[config.mk]
export PLATFORM = sky130hd
export DESIGN_NAME = sfs_dev_flat
export DESIGN_NICKNAME = d
export VERILOG_FILES = /design/src/sfs_pkg.sv /design/src/sfs_link_if.sv /design/src/sfs_dev.sv /design/src/flat_wrapper.sv
export SDC_FILE = /design/constraint.sdc
export NUM_CORES = 1
export LEC_CHECK = 0
export BUFFER_PORTS_ARGS = -buffer_cell sky130_fd_sc_hd__buf_2
export CAP_MARGIN = 20
export CELL_PAD_IN_SITES_DETAIL_PLACEMENT = 1
export CELL_PAD_IN_SITES_GLOBAL_PLACEMENT = 1
export CORE_MARGIN = 3
export CORE_UTILIZATION = 25
export DETAILED_ROUTE_END_ITERATION = 10
export GPL_TIMING_DRIVEN = 0
export PLACE_DENSITY_LB_ADDON = 0.25
export SKIP_LAST_GASP = 1
export SYNTH_ARGS = -nofsm -noshare
export SYNTH_HDL_FRONTEND = slang
export SYNTH_HIERARCHICAL = 1
export SYNTH_SLANG_ARGS = --single-unit
export TNS_END_PERCENT = 10
[constraint.sdc]
create_clock -name CORE_CLK -period 5.45 [get_ports CORE_CLK]
set_input_delay 1.09 -clock CORE_CLK [delete_from_list [all_inputs] [get_ports CORE_CLK]]
set_output_delay 1.09 -clock CORE_CLK [all_outputs]
set_load 0.005 [all_outputs]
[src/sfs_pkg.sv]
// Constants, types and decode functions shared by both ends of the frame link
// Operation
// - Variable mode: data length set by chip select
// - Variable mode: host sends mode bits 00
// - Variable write: flag 1, mode 00
// - Host lowers chip select before first bit
// - Host shifts out bits on falling clock
// - Host raises chip select after last bit
// - Write bytes land at consecutive offsets
// - Decode 00000 common, 00110 socket1 transmit
// - Decode 11101 socket7 registers, 01111 socket3 receive
// - Variable read: flag 0, mode 00
// - Device drives read data, host samples rising
// - Read bytes come from consecutive offsets
// - Fixed mode: chip select tied low, unshared
// - Fixed mode: length from mode bits only
// - Fixed frames share the variable frame layout
// - Fixed mode: only 1, 2, 4 bytes
// - Prefer variable mode over fixed mode
// - Mode 01/10/11 give 1/2/4 bytes
// - Bytes travel most significant bit first
package sfs_pkg;
    localparam int ADDR_W   = 16;
    localparam int BLK_W    = 5;
    localparam int OM_W     = 2;
    localparam int BYTE_W   = 8;
    localparam int HDR_BITS = ADDR_W + BLK_W + 1 + OM_W;
    localparam int ADDR_LSB = BLK_W + 1 + OM_W;
    localparam int BLK_LSB  = 1 + OM_W;
    localparam int RW_POS   = OM_W;
    localparam int WR_W     = BLK_W + ADDR_W + BYTE_W;
    localparam int FIFO_DEPTH = 8;

    localparam logic [OM_W-1:0] OM_VAR  = 2'h0;
    localparam logic [OM_W-1:0] OM_ONE  = 2'h1;
    localparam logic [OM_W-1:0] OM_TWO  = 2'h2;
    localparam logic [OM_W-1:0] OM_FOUR = 2'h3;
    localparam logic RW_READ  = 1'b0;
    localparam logic RW_WRITE = 1'b1;

    localparam logic [BLK_W-1:0] BLK_COMMON = 5'h00;
    localparam logic [1:0]       SUB_REG    = 2'h1;
    localparam logic [1:0]       SUB_TX     = 2'h2;
    localparam logic [1:0]       SUB_RX     = 2'h3;

    localparam logic [2:0] LEN_VAR  = 3'h0;
    localparam logic [2:0] LEN_ONE  = 3'h1;
    localparam logic [2:0] LEN_TWO  = 3'h2;
    localparam logic [2:0] LEN_FOUR = 3'h4;

    localparam int CORE_PERIOD_NS = 5;
    localparam int SCLK_HALF_NS   = 40;
    localparam int SCLK_HALF_CYC  = (SCLK_HALF_NS + CORE_PERIOD_NS - 1) / CORE_PERIOD_NS;

    typedef enum logic [2:0] {TGT_COMMON, TGT_SOCK_REG, TGT_SOCK_TX, TGT_SOCK_RX, TGT_RSVD} sfs_tgt_e;

    // Select value = socket * 4 + sub-block; code 0 is the common block
    function automatic sfs_tgt_e blk_kind(input logic [BLK_W-1:0] blk);
        sfs_tgt_e k;
        k = TGT_RSVD;
        if (blk == BLK_COMMON) begin
            k = TGT_COMMON;
        end else if (blk[1:0] == SUB_REG) begin
            k = TGT_SOCK_REG;
        end else if (blk[1:0] == SUB_TX) begin
            k = TGT_SOCK_TX;
        end else if (blk[1:0] == SUB_RX) begin
            k = TGT_SOCK_RX;
        end
        return k;
    endfunction : blk_kind

    // Zero means the data phase is bounded by chip select
    function automatic logic [2:0] fixed_len(input logic [OM_W-1:0] om);
        logic [2:0] n;
        unique case (om)
            OM_ONE:  n = LEN_ONE;
            OM_TWO:  n = LEN_TWO;
            OM_FOUR: n = LEN_FOUR;
            default: n = LEN_VAR;
        endcase
        return n;
    endfunction : fixed_len
endpackage : sfs_pkg

[src/sfs_link_if.sv]
// Serial frame link between the host end and the device end
`timescale 1ns/1ps
interface sfs_link_if;
    logic sclk;
    logic scs_n;
    logic mosi;
    logic miso;
    modport dev (input sclk, input scs_n, input mosi, output miso);
    modport host (output sclk, output scs_n, output mosi, input miso);
endinterface : sfs_link_if

[src/sfs_dev.sv]
// Device end of the frame link with its write FIFO
`timescale 1ns/1ps
module sfs_fifo #(
    parameter int WIDTH = 8,
    parameter int DEPTH = 8
) (
    input  wire logic             clk,
    input  wire logic             rst,
    input  wire logic             ce,
    input  wire logic             in_valid,
    output logic                  in_ready,
    input  wire logic [WIDTH-1:0] in_data,
    output logic                  out_valid,
    input  wire logic             out_ready,
    output logic      [WIDTH-1:0] out_data
);
    localparam int AW = $clog2(DEPTH);
    logic [WIDTH-1:0] mem_r [DEPTH];
    logic [AW-1:0]    wp_r;
    logic [AW-1:0]    rp_r;
    logic [AW:0]      cnt_r;
    logic             push;
    logic             pop;

    assign in_ready  = (cnt_r != (AW+1)'(DEPTH));
    assign out_valid = (cnt_r != '0);
    assign push      = in_valid && in_ready;
    assign pop       = out_valid && out_ready;
    assign out_data  = mem_r[rp_r];

    always_ff @(posedge clk) begin
        if (ce && push) begin
            mem_r[wp_r] <= in_data;
        end
    end

    always_ff @(posedge clk or posedge rst) begin
        if (rst) begin
            wp_r  <= '0;
            rp_r  <= '0;
            cnt_r <= '0;
        end else if (ce) begin
            if (push) begin
                wp_r <= (wp_r == AW'(DEPTH-1)) ? '0 : wp_r + 1'b1;
            end
            if (pop) begin
                rp_r <= (rp_r == AW'(DEPTH-1)) ? '0 : rp_r + 1'b1;
            end
            cnt_r <= cnt_r + (AW+1)'(push) - (AW+1)'(pop);
        end
    end
endmodule : sfs_fifo

module sfs_dev (
    input  wire logic                         CORE_CLK,
    input  wire logic                         RST,
    input  wire logic                         CE,
    sfs_link_if.dev                           LINK,
    output logic                              WR_VALID,
    input  wire logic                         WR_READY,
    output logic      [sfs_pkg::ADDR_W-1:0]   WR_ADDR,
    output logic      [sfs_pkg::BLK_W-1:0]    WR_BLK,
    output sfs_pkg::sfs_tgt_e                 WR_KIND,
    output logic      [sfs_pkg::BYTE_W-1:0]   WR_DATA,
    output logic                              RD_REQ,
    output logic      [sfs_pkg::ADDR_W-1:0]   RD_ADDR,
    output logic      [sfs_pkg::BLK_W-1:0]    RD_BLK,
    output sfs_pkg::sfs_tgt_e                 RD_KIND,
    input  wire logic                         RD_ACK,
    input  wire logic [sfs_pkg::BYTE_W-1:0]   RD_DATA,
    output logic                              FRAME_ACTIVE,
    output logic                              OVERRUN
);
    typedef enum logic {S_HDR, S_DATA} sfs_dst_e;

    logic                            sclk_s1_r, sclk_s2_r, sclk_s3_r;
    logic                            cs_s1_r, cs_s2_r, cs_s3_r;
    logic                            mosi_s1_r, mosi_s2_r;
    logic                            rise, fall, cs_act, cs_start;
    sfs_dst_e                        st_r;
    logic [sfs_pkg::HDR_BITS-1:0]    hdr_r;
    logic [sfs_pkg::HDR_BITS-1:0]    hdr_nxt;
    logic [4:0]                      bit_r;
    logic [2:0]                      byte_r;
    logic [sfs_pkg::BLK_W-1:0]       blk_r;
    logic                            rw_r;
    logic [sfs_pkg::OM_W-1:0]        om_r;
    logic [sfs_pkg::ADDR_W-1:0]      addr_r;
    logic [sfs_pkg::BYTE_W-1:0]      rx_r;
    logic [sfs_pkg::BYTE_W-1:0]      rx_nxt;
    logic [sfs_pkg::BYTE_W-1:0]      tx_r;
    logic [sfs_pkg::BYTE_W-1:0]      pre_r;
    logic                            first_r, hold_r, load_r;
    logic                            hdr_done, byte_done, push, push_ok;
    logic [sfs_pkg::WR_W-1:0]        fifo_out;

    // Link pins cross into the core clock; stage two feeds logic, stage three only the edge detects
    always_ff @(posedge CORE_CLK or posedge RST) begin
        if (RST) begin
            sclk_s1_r <= 1'b0;
            sclk_s2_r <= 1'b0;
            sclk_s3_r <= 1'b0;
            cs_s1_r   <= 1'b1;
            cs_s2_r   <= 1'b1;
            cs_s3_r   <= 1'b1;
            mosi_s1_r <= 1'b0;
            mosi_s2_r <= 1'b0;
        end else if (CE) begin
            sclk_s1_r <= LINK.sclk;
            sclk_s2_r <= sclk_s1_r;
            sclk_s3_r <= sclk_s2_r;
            cs_s1_r   <= LINK.scs_n;
            cs_s2_r   <= cs_s1_r;
            cs_s3_r   <= cs_s2_r;
            mosi_s1_r <= LINK.mosi;
            mosi_s2_r <= mosi_s1_r;
        end
    end

    assign cs_act    = !cs_s2_r;
    assign cs_start  = cs_s3_r && !cs_s2_r;
    assign rise      = CE && cs_act && sclk_s2_r && !sclk_s3_r;
    assign fall      = CE && cs_act && !sclk_s2_r && sclk_s3_r;
    assign hdr_nxt   = {hdr_r[sfs_pkg::HDR_BITS-2:0], mosi_s2_r};
    assign rx_nxt    = {rx_r[sfs_pkg::BYTE_W-2:0], mosi_s2_r};
    assign hdr_done  = rise && (st_r == S_HDR) && (bit_r == 5'(sfs_pkg::HDR_BITS - 1));
    assign byte_done = rise && (st_r == S_DATA) && (bit_r == 5'(sfs_pkg::BYTE_W - 1));
    assign push      = byte_done && (rw_r == sfs_pkg::RW_WRITE);

    // Frame sequencing; chip select high aborts in either mode
    always_ff @(posedge CORE_CLK or posedge RST) begin
        if (RST) begin
            st_r   <= S_HDR;
            bit_r  <= '0;
            byte_r <= '0;
            hdr_r  <= '0;
            rx_r   <= '0;
        end else if (CE) begin
            if (!cs_act) begin
                st_r  <= S_HDR;
                bit_r <= '0;
            end else if (rise) begin
                if (st_r == S_HDR) begin
                    hdr_r  <= hdr_nxt;
                    bit_r  <= hdr_done ? '0 : bit_r + 1'b1;
                    byte_r <= '0;
                    if (hdr_done) begin
                        st_r <= S_DATA;
                    end
                end else begin
                    rx_r  <= rx_nxt;
                    bit_r <= byte_done ? '0 : bit_r + 1'b1;
                    if (byte_done) begin
                        byte_r <= byte_r + 1'b1;
                        // Fixed length ends without chip select; variable length runs on
                        // The byte count wraps at eight, so variable frames must never match
                        if (sfs_pkg::fixed_len(om_r) != sfs_pkg::LEN_VAR &&
                            sfs_pkg::fixed_len(om_r) == byte_r + 1'b1) begin
                            st_r <= S_HDR;
                        end
                    end
                end
            end
        end
    end

    // Header fields and the running offset
    always_ff @(posedge CORE_CLK or posedge RST) begin
        if (RST) begin
            blk_r  <= '0;
            rw_r   <= sfs_pkg::RW_READ;
            om_r   <= sfs_pkg::OM_VAR;
            addr_r <= '0;
        end else if (CE) begin
            if (hdr_done) begin
                addr_r <= hdr_nxt[sfs_pkg::HDR_BITS-1:sfs_pkg::ADDR_LSB];
                blk_r  <= hdr_nxt[sfs_pkg::ADDR_LSB-1:sfs_pkg::BLK_LSB];
                rw_r   <= hdr_nxt[sfs_pkg::RW_POS];
                om_r   <= hdr_nxt[sfs_pkg::OM_W-1:0];
            end else if (push || RD_REQ) begin
                addr_r <= addr_r + 1'b1;
            end
        end
    end

    // Read path: fetch a byte ahead so each falling edge has its data ready
    always_ff @(posedge CORE_CLK or posedge RST) begin
        if (RST) begin
            RD_REQ  <= 1'b0;
            RD_ADDR <= '0;
            RD_BLK  <= '0;
            first_r <= 1'b0;
            hold_r  <= 1'b0;
            load_r  <= 1'b0;
            tx_r    <= '0;
            pre_r   <= '0;
        end else if (CE) begin
            RD_REQ <= 1'b0;
            if (hdr_done) begin
                first_r <= (hdr_nxt[sfs_pkg::RW_POS] == sfs_pkg::RW_READ);
                RD_REQ  <= (hdr_nxt[sfs_pkg::RW_POS] == sfs_pkg::RW_READ);
                RD_ADDR <= hdr_nxt[sfs_pkg::HDR_BITS-1:sfs_pkg::ADDR_LSB];
                RD_BLK  <= hdr_nxt[sfs_pkg::ADDR_LSB-1:sfs_pkg::BLK_LSB];
                hold_r  <= 1'b1;
                load_r  <= 1'b0;
            end else if (RD_ACK && first_r) begin
                tx_r    <= RD_DATA;
                first_r <= 1'b0;
                RD_REQ  <= 1'b1;
                RD_ADDR <= addr_r;
            end else if (RD_ACK) begin
                pre_r <= RD_DATA;
            end
            if (byte_done) begin
                load_r <= 1'b1;
            end
            if (!cs_act) begin
                first_r <= 1'b0;
                hold_r  <= 1'b0;
                load_r  <= 1'b0;
            end else if (fall && st_r == S_DATA && rw_r == sfs_pkg::RW_READ) begin
                if (hold_r) begin
                    hold_r <= 1'b0;
                end else if (load_r) begin
                    tx_r    <= pre_r;
                    load_r  <= 1'b0;
                    RD_REQ  <= 1'b1;
                    RD_ADDR <= addr_r;
                end else begin
                    tx_r <= {tx_r[sfs_pkg::BYTE_W-2:0], 1'b0};
                end
            end
        end
    end

    assign LINK.miso = tx_r[sfs_pkg::BYTE_W-1] && cs_act && (rw_r == sfs_pkg::RW_READ);
    assign RD_KIND   = sfs_pkg::blk_kind(RD_BLK);
    assign FRAME_ACTIVE = cs_act;

    // The link cannot be stalled, so a full FIFO drops the byte and flags it
    always_ff @(posedge CORE_CLK or posedge RST) begin
        if (RST) begin
            OVERRUN <= 1'b0;
        end else if (CE) begin
            if (push && !push_ok) begin
                OVERRUN <= 1'b1;
            end else if (cs_start) begin
                OVERRUN <= 1'b0;
            end
        end
    end

    sfs_fifo #(
        .WIDTH (sfs_pkg::WR_W),
        .DEPTH (sfs_pkg::FIFO_DEPTH)
    ) u_wr_fifo (
        .clk       (CORE_CLK),
        .rst       (RST),
        .ce        (CE),
        .in_valid  (push),
        .in_ready  (push_ok),
        .in_data   ({blk_r, addr_r, rx_nxt}),
        .out_valid (WR_VALID),
        .out_ready (WR_READY),
        .out_data  (fifo_out)
    );

    assign WR_BLK  = fifo_out[sfs_pkg::WR_W-1:sfs_pkg::ADDR_W+sfs_pkg::BYTE_W];
    assign WR_ADDR = fifo_out[sfs_pkg::ADDR_W+sfs_pkg::BYTE_W-1:sfs_pkg::BYTE_W];
    assign WR_DATA = fifo_out[sfs_pkg::BYTE_W-1:0];
    assign WR_KIND = sfs_pkg::blk_kind(WR_BLK);
endmodule : sfs_dev

[src/flat_wrapper.sv]
// flat-port wrapper written by rule: the top's interface ports become plain ports
module sfs_dev_flat 
  (CORE_CLK, RST, CE, WR_VALID, WR_READY, WR_ADDR, WR_BLK, WR_KIND, WR_DATA, RD_REQ, RD_ADDR, RD_BLK, RD_KIND, RD_ACK, RD_DATA, FRAME_ACTIVE, OVERRUN, LINK_sclk, LINK_scs_n, LINK_mosi, LINK_miso);
  sfs_link_if LINK_i ();
  input  wire logic CORE_CLK;
  input  wire logic RST;
  input  wire logic CE;
  output logic WR_VALID;
  input  wire logic WR_READY;
  output logic      [sfs_pkg::ADDR_W-1:0] WR_ADDR;
  output logic      [sfs_pkg::BLK_W-1:0] WR_BLK;
  output sfs_pkg::sfs_tgt_e WR_KIND;
  output logic      [sfs_pkg::BYTE_W-1:0] WR_DATA;
  output logic RD_REQ;
  output logic      [sfs_pkg::ADDR_W-1:0] RD_ADDR;
  output logic      [sfs_pkg::BLK_W-1:0] RD_BLK;
  output sfs_pkg::sfs_tgt_e RD_KIND;
  input  wire logic RD_ACK;
  input  wire logic [sfs_pkg::BYTE_W-1:0] RD_DATA;
  output logic FRAME_ACTIVE;
  output logic OVERRUN;
  input wire logic [$bits(LINK_i.sclk)-1:0] LINK_sclk;
  input wire logic [$bits(LINK_i.scs_n)-1:0] LINK_scs_n;
  input wire logic [$bits(LINK_i.mosi)-1:0] LINK_mosi;
  output wire logic [$bits(LINK_i.miso)-1:0] LINK_miso;
  assign LINK_i.sclk = LINK_sclk;
  assign LINK_i.scs_n = LINK_scs_n;
  assign LINK_i.mosi = LINK_mosi;
  assign LINK_miso = LINK_i.miso;
  sfs_dev u_core (.CORE_CLK(CORE_CLK), .RST(RST), .CE(CE), .LINK(LINK_i), .WR_VALID(WR_VALID), .WR_READY(WR_READY), .WR_ADDR(WR_ADDR), .WR_BLK(WR_BLK), .WR_KIND(WR_KIND), .WR_DATA(WR_DATA), .RD_REQ(RD_REQ), .RD_ADDR(RD_ADDR), .RD_BLK(RD_BLK), .RD_KIND(RD_KIND), .RD_ACK(RD_ACK), .RD_DATA(RD_DATA), .FRAME_ACTIVE(FRAME_ACTIVE), .OVERRUN(OVERRUN));
endmodule
Yosys cells after proc, flatten, opt, wreduce, memory -nomap -nowiden
Memories as Yosys holds them, arrays and structs flattened. Index checks and enable logic that the tools add are counted.

Logic and storage cells: 169. Memories kept: 1. Output and inout bits: 61. Flip-flop bits (word level): 118. Input port bits: 16. RAM bits: 232.

Reduce and logical (&&, ||, !) cells: 45. Equal/unequal tests: 16. Mux-type cells: 66. Add/sub/neg operators: 7. Bitwise logic cells: 6.

Memories: u_core.u_wr_fifo.mem_r (words 8, width 29, read ports 1, clocked after Yosys merged registers in 0, wr ports 1, RTL line sfs_dev.sv:18) `logic [WIDTH-1:0] mem_r [DEPTH];`.

Operators by type and width (number): 2-to-1 mux 16 bit (8); 2-to-1 mux 3 bit (17); 2-to-1 mux 8 bit (6); 2-to-1 mux 1 bit (29); 2-to-1 mux 5 bit (5); logical AND 1 bit (21); adder 16 x 1 -> 16 bit, second input constant (1); AND reduction 4 bit (4); AND reduction 2 bit (7); equality test 2 bit, second input constant (6); zero test 5 bit (2); adder 3 x 1 -> 3 bit, second input constant (3); case mux 3 bit (3 select lines) (1); equality test 2 x 1 -> 1 bit, second input constant (3); equality test 3 bit, second input constant (2); NOT 1 bit (6); nonzero test 2 bit (3); nonzero test 3 bit (2); adder 5 x 1 -> 5 bit, second input constant (1); equality test 5 x 3 -> 1 bit, second input constant (1); equality test 5 bit, second input constant (1); adder 4 x 1 -> 4 bit (1); zero test 1 bit (4); != test 4 bit, second input constant (1); 5 further kinds (5).

Logic depth before layout (Yosys ltp)
Gate-level depths: netlist of the first run.

Depth in word-level cells: 18. Gate-level depth with buffers: 12. Depth with buffers taken out: 12.

Hierarchy
The synthesis of the first run kept the hierarchy.

Modules (own cells, without submodules): sfs_fifo (seq. area each 7216.9 um^2, instances 1, cells each 409, area each 9445.3 um^2); sfs_dev (seq. area each 2706.3 um^2, instances 1, cells each 525, area each 5485.3 um^2).

Worst setup path before layout of the first run
Ideal clock, no wire load.

Kind: input to register. Start point: input port CE. End point: memory u_core/u_wr_fifo/mem_r[0][0] (netlist bit) (enable). Path slack: 62 ps. Data required time: 4962 ps. Stages on the path: 6. Data arrival time: 4900 ps. Path buffers: 0. Setup time: 488 ps. Path through: and4bb_2 -> nand2_1 -> nor2_1 -> and2_1 -> nand3_1 -> nor4_1.

Longest elaborated chain between the ends: 10.

Ends and longest elaborated chain: start: declaration (RTL line flat_wrapper.sv:7) `input wire logic CE;`; logical AND 1 bit (3 in a row) (RTL line sfs_dev.sv:122) `assign rise = CE && cs_act && sclk_s2_r && !sclk_s3_r;`; logical AND 1 bit (2 in a row) (RTL line sfs_dev.sv:127) `assign byte_done = rise && (st_r == S_DATA) && (bit_r == 5'(sfs_pkg::BYTE_W - 1));`; logical AND 1 bit (RTL line sfs_dev.sv:128) `assign push = byte_done && (rw_r == sfs_pkg::RW_WRITE);`; net u_core.push (RTL line sfs_dev.sv:94) `logic hdr_done, byte_done, push, push_ok;`; logical AND 1 bit (RTL line sfs_dev.sv:27) `assign push = in_valid && in_ready;`; logical AND 1 bit (RTL line sfs_dev.sv:32) `if (ce && push) begin`; 2-to-1 mux 1 bit (RTL line sfs_dev.sv:32); 2-to-1 mux 1 bit (implied by the code) (RTL line sfs_dev.sv:33) `mem_r[wp_r] <= in_data;`; end: declaration (RTL line sfs_dev.sv:18).

The timed path passes the listed nets, and every way through them passes these cells.

Final worst setup path of the first run
Start point: register u_core.u_wr_fifo.rp_r[2]. End point: output port WR_KIND[2].

Longest elaborated chain between the ends: 6. Elaborated cells on any way between the ends: 9. Those cells by class: eq/ne: 3; mux: 4; reduce/logical: 1; memory: 1.

Ends and longest elaborated chain: start: declaration (RTL line sfs_dev.sv:20) `logic [AW-1:0] rp_r;`; start signal: assignment (RTL line sfs_dev.sv:47) `rp_r <= (rp_r == AW'(DEPTH-1)) ? '0 : rp_r + 1'b1;`; memory read (8 x 29 bit) *; equality test 2 bit (RTL line sfs_pkg.sv:67) `end else if (blk[1:0] == SUB_RX) begin`; 2-to-1 mux 3 bit (RTL line sfs_pkg.sv:67); 2-to-1 mux 3 bit (RTL line sfs_pkg.sv:65) `end else if (blk[1:0] == SUB_TX) begin`; 2-to-1 mux 3 bit (RTL line sfs_pkg.sv:63) `end else if (blk[1:0] == SUB_REG) begin`; 2-to-1 mux 3 bit * (RTL line sfs_pkg.sv:61) `if (blk == BLK_COMMON) begin`; end: declaration (RTL line flat_wrapper.sv:12) `output sfs_pkg::sfs_tgt_e WR_KIND;`.

Every way passes the cells marked *; elsewhere a longest branch is shown, timed or not.

==> metrics.md, run 1 <==
| Metric | Value |
|---|---|
| Status | `finished clean` |
| Crit path DAT | `2.90 ns` |
| GP Congestion | `0.726` |
| Sequential area share after synthesis | `66.5%` |
| Dominant synthesized flop cell | `edfxtp_1` |
| RSZ-0062 raised after global routing | `no` |
| Antenna viol nets, final | `0` |
| CTS root buf | `clkbuf_16` |
| Avg Synthesized Cell Area | `16.0 sq um` |
| WL/cell | `21.1 um` |
| Async SR Flop Fraction | `33.7%` |
| Most frequent cell after synthesis | `edfxtp_1` |
| Unique masters post-synth | `66` |
| Final number of setup-violating endpoints | `0` |
| Initial antenna violation count | `0` |
| Synth top area share | `46.7%` |
| Pin count of the biggest net entering global routing | `74` |
| TritonCTS clock tree | `yes` |
| Worst vdd ir | `0.221 mV` |
| Synth top area cells | `edfxtp_1 47%, dfrtp_1 19%, mux4_2 8.7%, mux2_2 5.5%, nand2_1 1.5%` |
| Initial drt markers | `423` |
| Fin nets | `1103` |
| Buffers added on ports | `76` |
| DRT Wirelength | `39.3 mm` |
| Util after Layout | `30.6%` |
| Cell area after layout | `0.0178 sq mm` |
| H-tree levels | `2` |
| EDFF count, synth | `232` |
| I/O pins | `77` |
| Number of global-route vias before repair | `9324` |
| Req. time, crit path | `4.36 ns` |
| TritonCTS Buffers | `40` |
| GRT Util Overall | `12.6%` |
| N_diodes | `0` |
| Global route overflow | `0` |
| FILL cells | `6131` |
| Mapped Nets | `964` |
| Post-synthesis instance total | `934` |
| Clock Tree Buf Depth | `3` |
| Placed Cells | `1796` |
| YS warnings | `6` |
| Yosys reg bits | `350` |
| Die footprint | `0.0627 sq mm` |
| Crit. End Element | `primary output` |
| Die Ht | `250 um` |
| Power per cell area | `399 mW/mm^2` |
| DRT Pass-1 Iters | `4` |
| Slowest CP cell | `buf_2` |
| Tmin final | `3.99 ns` |
| Share of cells above drive strength 1 | `31.2%` |
| Critical Path Max Stage Delay | `0.38 ns` |
| Largest area contributor in the netlist | `edfxtp_1` |
| Std-Cell Rows | `88` |
| Clock latency at the later pin of the worst-skew pair | `0.57 ns` |
| Most frequent cells after synthesis | `232 x edfxtp_1, 115 x dfrtp_1, 73 x mux2_2` |
| Mapped cell area | `0.0149 sq mm` |
| Worst Tran Pin Value | `0.926 ns` |
| Total power | `7.11 mW` |
| Non-filler instance count after layout | `1867` |
| CTS sink cnt | `350` |
| Leakage power total | `6.57 nW` |
| Drt via density | `4.69` |
| HP Class | `flip-flop to flip-flop` |
| Rel. slew slack | `38.2%` |
| Pins Over Slew Limit | `0` |
| Final period util | `73.3%` |
| Hold Slack | `0.470 ns` |
| Vias | `8754` |
| Cell Area, Placed | `0.0166 sq mm` |
| Crit path max fanout | `10` |
| Critical path class | `flip-flop to primary output` |
| Critical Path Most Common Cell | `buf_2` |
| Post-CTS setup buffers | `0` |
| Syn-to-layout area delta | `19.4%` |
| Final Worst Setup Slack | `1.46 ns` |
| Max Cap Violations | `0` |
| HPWL after DPL | `26.4 mm` |
| Initial Util | `25.6%` |
| Fmax | `250 MHz` |
| CTS Hold Bufs | `0` |
| Clock transition at path regs | `0.06 ns` |
| First-pass GRT wire length | `60.2 mm` |
| Setup crit start kind | `flip-flop` |
| DR DRC count | `0` |
| Gates resized, CTS repair | `0` |
| Critical Path, Cell by Cell | `clkbuf_1, buf_2, buf_2, mux4_2, mux2_4, nor3_1, nor3_1, buf_2` |
| Setup TNS | `0 ns` |
| Die X | `250 um` |
| Clock skew | `0.0211 ns` |
| Core area | `0.0584 sq mm` |
| Hold violation count in the final report | `0` |
| Post-place setup slack | `0.711 ns` |
-- layout by cell type, fill, tap and decap left out, types with 17 or more instances in the layout --
master     count
buf_2         97
mux2_2        73
inv_1         27
o21ai_0       22
mux4_2        58
o22ai_1       33
clkbuf_1      35
dfrtp_1      115
buf_6         18
nand2_1       58
nor2_1        31
edfxtp_1     232
nor3_1        17
a21oi_1       41
clkbuf_16     40
-- area by class of cell --
type | count | area, sq um | share of cell area (%)
repair buffers | 97 | 648 | 3.63
flip-flops and latches | 350 | 9920 | 55.6
well taps | 765 | 957 | 5.37
plain buffers | 56 | 318 | 1.78
clock inverters | 13 | 145 | 0.814
multi-input cells | 500 | 4630 | 26.0
clock buffers | 58 | 1100 | 6.16
inverters | 28 | 110 | 0.617
-- power by group --
part           total, mW  switching [mW]  internal [mW]
Clock               2.56            1.10           1.46
Sequential          3.22           0.209           3.02
Combinational       1.33           0.703          0.624
-- flip-flops by register name, summed over array words and instances (netlist names), 2 cells and up --
name                    cells
u_core/u_wr_fifo/mem_r    232
u_core/hdr_r               23
u_core/RD_ADDR             16
u_core/addr_r              16
u_core/pre_r                8
u_core/tx_r                 8
u_core/rx_r                 7
u_core/RD_BLK               5
u_core/bit_r                5
u_core/u_wr_fifo/cnt_r      4
u_core/byte_r               3
u_core/u_wr_fifo/rp_r       3
u_core/u_wr_fifo/wp_r       3
u_core/om_r                 2
-- cell families after synthesis --
logic type      count (synthesis)  synth area share, %
xor+xnor                        3                0.176
simple gates                  164                 5.53
compound gates                167                 7.81
fa+ha+maj                      14                 1.22
buf+inv                        84                 2.83
mux                           152                 16.0
flops                         350                 66.5
-- worst paths after layout --
check                                                      to  slack (ns)  depth (start not counted)                      from
worst max-delay path                               WR_KIND[2]        1.46                          8  u_core/u_wr_fifo/rp_r[2]
worst min-delay path                           u_core/cs_s3_r        0.47                          2            u_core/cs_s3_r
worst max register to register  u_core/u_wr_fifo/mem_r[0][14]        1.75                         10            u_core/cs_s2_r
worst min register to register                 u_core/cs_s3_r        0.47                          2            u_core/cs_s3_r
max in group asynchronous                     u_core/pre_r[1]        4.19                          3                       RST
min in group asynchronous                      u_core/rx_r[0]        0.52                          2                       RST
-- metal layers --
metal  routed length (um)  vias up  track usage [%]
li1                     -     3939                -
met1                17900     4602             17.2
met2                18800      159             20.5
met3                 1840       54             2.28
met4                  823        0             3.56
met5                    0        -                0
-- critical path, delay by kind of cell, from the launching register on --
family	cells	cell delay (ns)
flip-flops	1	0.35
buffers and inverters	4	1.07
multiplexers	2	0.65
AND/OR/NAND/NOR	2	0.27
(Power assumes the default switching activity.)
==> run 2: changes to the inputs <==
- ABC_AREA: unset -> 1
- clock period: 5.45 -> 4.1 ns (I/O delays scaled with it)
==> run 2 against run 1 <==
Effect of this change:
- wire length rose by 24%
- hold slack got worse by 0.14 ns
- sequential share of layout area down 3.9 points
- die area up 8.2%
- core utilization down 0.38 points
- final cell count rose by 50%
- non-clock buffer count increased by 22
- critical endpoint unchanged
- largest power group unchanged
- highest routed layer unchanged
==> metrics.md, run 2 <==
| Metric | Value |
|---|---|
| Status | `finished clean` |
| Crit. End Element | `primary output` |
| Most frequent cell after synthesis | `nand2_1` |
| DR DRC count | `0 (unchanged)` |
| Fin nets | `1959 (+78%)` |
| Gate power share | `29.7% (+11 points)` |
| Synth Area in Adders | `1.13% (-0.095 points)` |
| Clock power share | `30.8% (-5.2 points)` |
| Antenna viol nets, final | `0 (unchanged)` |
| Unique masters post-synth | `45 (-32%)` |
| Die Ht | `260 um (+4.0%)` |
| Worst vdd ir | `0.252 mV (+14%)` |
| Final period util | `83.9%` |
| Mapped Nets | `1815 (+88%)` |
| YS warnings | `6 (unchanged)` |
| Simple-Gate Fraction of Synth Area | `24.9% (+19 points)` |
| CTS sink cnt | `350 (unchanged)` |
| Setup crit start kind | `flip-flop` |
| Synth top area cells | `edfxtp_1 43%, dfrtp_1 18%, nand2_1 17%, inv_1 5.5%, nand3_1 4.4%` |
| Reg2reg start | `u_core/bit_r[0]` |
| Share of cells above drive strength 1 | `12.2% (-19 points)` |
| Critical Path Max Stage Delay | `0.51 ns (+0.13 ns)` |
| Internal power | `7.03 mW (+38%)` |
| Worst Tran Pin Value | `0.849 ns (-0.0768 ns)` |
| Most frequent cells after synthesis | `733 x nand2_1, 237 x inv_1, 232 x edfxtp_1` |
| Compound-Gate Fraction of Synth Area | `3.50% (-4.3 points)` |
| Most common cell after layout, fill and taps aside | `nand2_1` |
| Max reg flops | `232 (unchanged)` |
| Std-Cell Rows | `92 (+4.5%)` |
| Critical Path Most Common Cell | `nand2_1` |
| RSZ-0062 raised after global routing | `no` |
| Rel. slew slack | `43.1% (+4.8 points)` |
| Cell Area, Placed | `0.0180 sq mm (+8.2%)` |
| EDFF count, synth | `232 (unchanged)` |
| Clock transition at path regs | `0.06 ns (about the same)` |
| Dominant synthesized flop cell | `edfxtp_1` |
| Final number of setup-violating endpoints | `0 (unchanged)` |
| Die X | `260 um (+4.0%)` |
| GRT Util Overall | `14.6% (+2.0 points)` |
| Sw Share | `35.5% (+7.3 points)` |
| Cell area after layout | `0.0192 sq mm (+7.5%)` |
| Largest area contributor in the netlist | `edfxtp_1` |
| Hold violation count in the final report | `0 (unchanged)` |
| Clock Tree Buf Depth | `3 (unchanged)` |
| Critical path class | `flip-flop to primary output` |
| Largest family of logic cells by synthesized area | `simple AND/OR/NAND/NOR gates` |
| Vias | `12100 (+38%)` |
| Yosys reg bits | `350 (unchanged)` |
| TritonCTS Buffers | `41 (+2.5%)` |
| Drt via density | `4.30 (-8.2%)` |
| Util after Layout | `30.2% (-0.38 points)` |
| Syn-to-layout area delta | `18.5%` |
| Post-synthesis instance total | `1785 (+91%)` |
| Pins Over Slew Limit | `0 (unchanged)` |
| Sequential power share | `39.5% (-5.9 points)` |
| Mapped cell area | `0.0162 sq mm (+8.4%)` |
| Global route overflow | `0 (unchanged)` |
| Gates resized, CTS repair | `0 (unchanged)` |
| Slowest CP cell | `clkbuf_1` |
| Post-CTS setup buffers | `0 (unchanged)` |
| Pin count of the biggest net entering global routing | `63 (-15%)` |
| CTS Hold Bufs | `0 (unchanged)` |
| Max Cap Violations | `0 (unchanged)` |
| Initial drt markers | `521 (+23%)` |
| WL/cell | `17.4 um (-18%)` |
| Post-synthesis xor/xnor area fraction | `0.487% (+0.31 points)` |
| Critical path's top delay family | `simple AND/OR/NAND/NOR gates` |
| TritonCTS clock tree | `yes` |
| DRT Wirelength | `48.7 mm (+24%)` |
| First-pass GRT wire length | `75.7 mm (+26%)` |
| Buf/Inv on CP | `3 (-1)` |
| Leakage power total | `8.85 nW (+35%)` |
| NetSw | `3.87 mW (+93%)` |
| Mux contribution to synthesized area | `0.418% (-16 points)` |
| Reg with most FFs | `u_core/u_wr_fifo/mem_r` |
| GP Congestion | `0.769 (+5.9%)` |
| Crit path max fanout | `10 (unchanged)` |
| Core area | `0.0635 sq mm (+8.9%)` |
| Async SR Flop Fraction | `33.7% (unchanged)` |
| Tmin final | `3.44 ns` |
| Power per cell area | `569 mW/mm^2 (+43%)` |
| CP Launch Point | `u_core/u_wr_fifo/rp_r[0]` |
| Biggest regs | `u_core/u_wr_fifo/mem_r: 232 flops, u_core/hdr_r: 23 flops` |
| Buffers added on ports | `76 (unchanged)` |
| Fmax | `291 MHz` |
| Crit path DAT | `2.62 ns (-0.28 ns)` |
| Req. time, crit path | `3.28 ns (-1.08 ns)` |
| Critical Path, Cell by Cell | `inv_2, clkbuf_1, nand2_1, nand3_1, nand2_1, nand2_1, nand2_1, nor3_1, nor3_1, buf_2` |
| Sequential area share after synthesis | `61.3% (-5.1 points)` |
| Commonest non-fill, non-tap cells in the layout | `733 x nand2_1, 236 x inv_1, 232 x edfxtp_1` |
| Initial Util | `25.5% (-0.12 points)` |
| HPWL after DPL | `35.0 mm (+33%)` |
| DRT Pass-1 Iters | `4 (unchanged)` |
| Die footprint | `0.0678 sq mm (+8.2%)` |
| Synth top area share | `43.1% (-3.6 points)` |
| Clock skew | `0.0205 ns (-0.000596 ns)` |
| HP Class | `input pin to async pin` |
| Number of global-route vias before repair | `13000 (+39%)` |
| CTS root buf | `clkbuf_16` |
| Clock latency at the later pin of the worst-skew pair | `0.55 ns (-0.02 ns)` |
| Avg Synthesized Cell Area | `9.07 sq um (-43%)` |
| H-tree levels | `2 (unchanged)` |
| Initial antenna violation count | `0 (unchanged)` |
| I/O pins | `77 (unchanged)` |
run 2: cell count changes in the layout (fill, tap and decap cells not counted), sizes merged, moves of 41 or more:
cell   previous run  this run
inv              28       245
mux2             82         6
nand2            58       737
nand3            12       146
mux4             58         0
o21ai            23        64
run 2: worst paths after layout:
path / to / slack (ns) / cells after the start
setup / recovery: WR_KIND[2] / 0.66 / 10
hold / removal: u_core/bit_r[0] / 0.32 / 2
setup reg to reg: u_core/u_wr_fifo/mem_r[5][2] / 0.88 / 10
hold reg to reg: u_core/cs_s1_r / 0.47 / 2
max in group asynchronous: u_core/RD_ADDR[11] / 3.05 / 3
min in group CORE_CLK: u_core/cs_s1_r / 0.47 / 2
run 2: metrics by stage:
| step | hold slack [ns] | std cells | setup slack [ns] | setup TNS [ns] | power [mW] |
|---|---|---|---|---|---|
| after global placement | 0.456 | 2707 | -3.16 | -802.52 | 7.60 |
| after floorplan | 0.442 | 1785 | -0.0763 | -17.68 | 6.21 |
| final | 0.325 | 2808 | 0.661 | 0 | 10.9 |
| after CTS | 0.315 | 2807 | 0.470 | 0 | 11.1 |
| after detailed placement | 0.463 | 2732 | 0.215 | 0 | 7.70 |
| after global routing | 0.344 | 2807 | 0.384 | 0 | 11.7 |
run 2: kinds of logic after synthesis:
kind of cell / count (synthesis)
AO/OA/AOI/OAI: 103
XOR/XNOR: 9
adder cells (fa/ha/maj): 14
buffers and inverters: 321
flip-flops: 350
multiplexers: 6
AND/OR/NAND/NOR: 982
run 2: layer usage:
layer | vias up | global-route usage [%] | part of all wire [%] | wire length (um)
met5 | - | 0 | 0 | 0
met4 | 0 | 4.27 | 2.4 | 1190
met3 | 71 | 1.91 | 2.7 | 1330
met2 | 170 | 25.6 | 49 | 23800
met1 | 5907 | 18.6 | 46 | 22400
li1 | 5936 | - | - | -
run 2: layout make-up:
type | instances | area, sq um
clock buffers | 66 | 1170
fillers | 7440 | 44400
clock inverters | 9 | 47.5
plain buffers | 74 | 405
repair buffers | 101 | 667
flip-flops and latches | 350 | 9920
inverters | 247 | 935
well taps | 846 | 1060
diodes | 1 | 2.50
multi-input cells | 1114 | 4960
run 2: power by group through the flow:
stage	clock (mW)	sequential, mW	combinational (mW)
finish	3.36	4.31	3.23
global route	3.65	4.35	3.67
CTS	3.49	4.31	3.33
detailed placement	0	4.38	3.32
global placement	0	4.37	3.23
floorplan	0	4.26	1.95
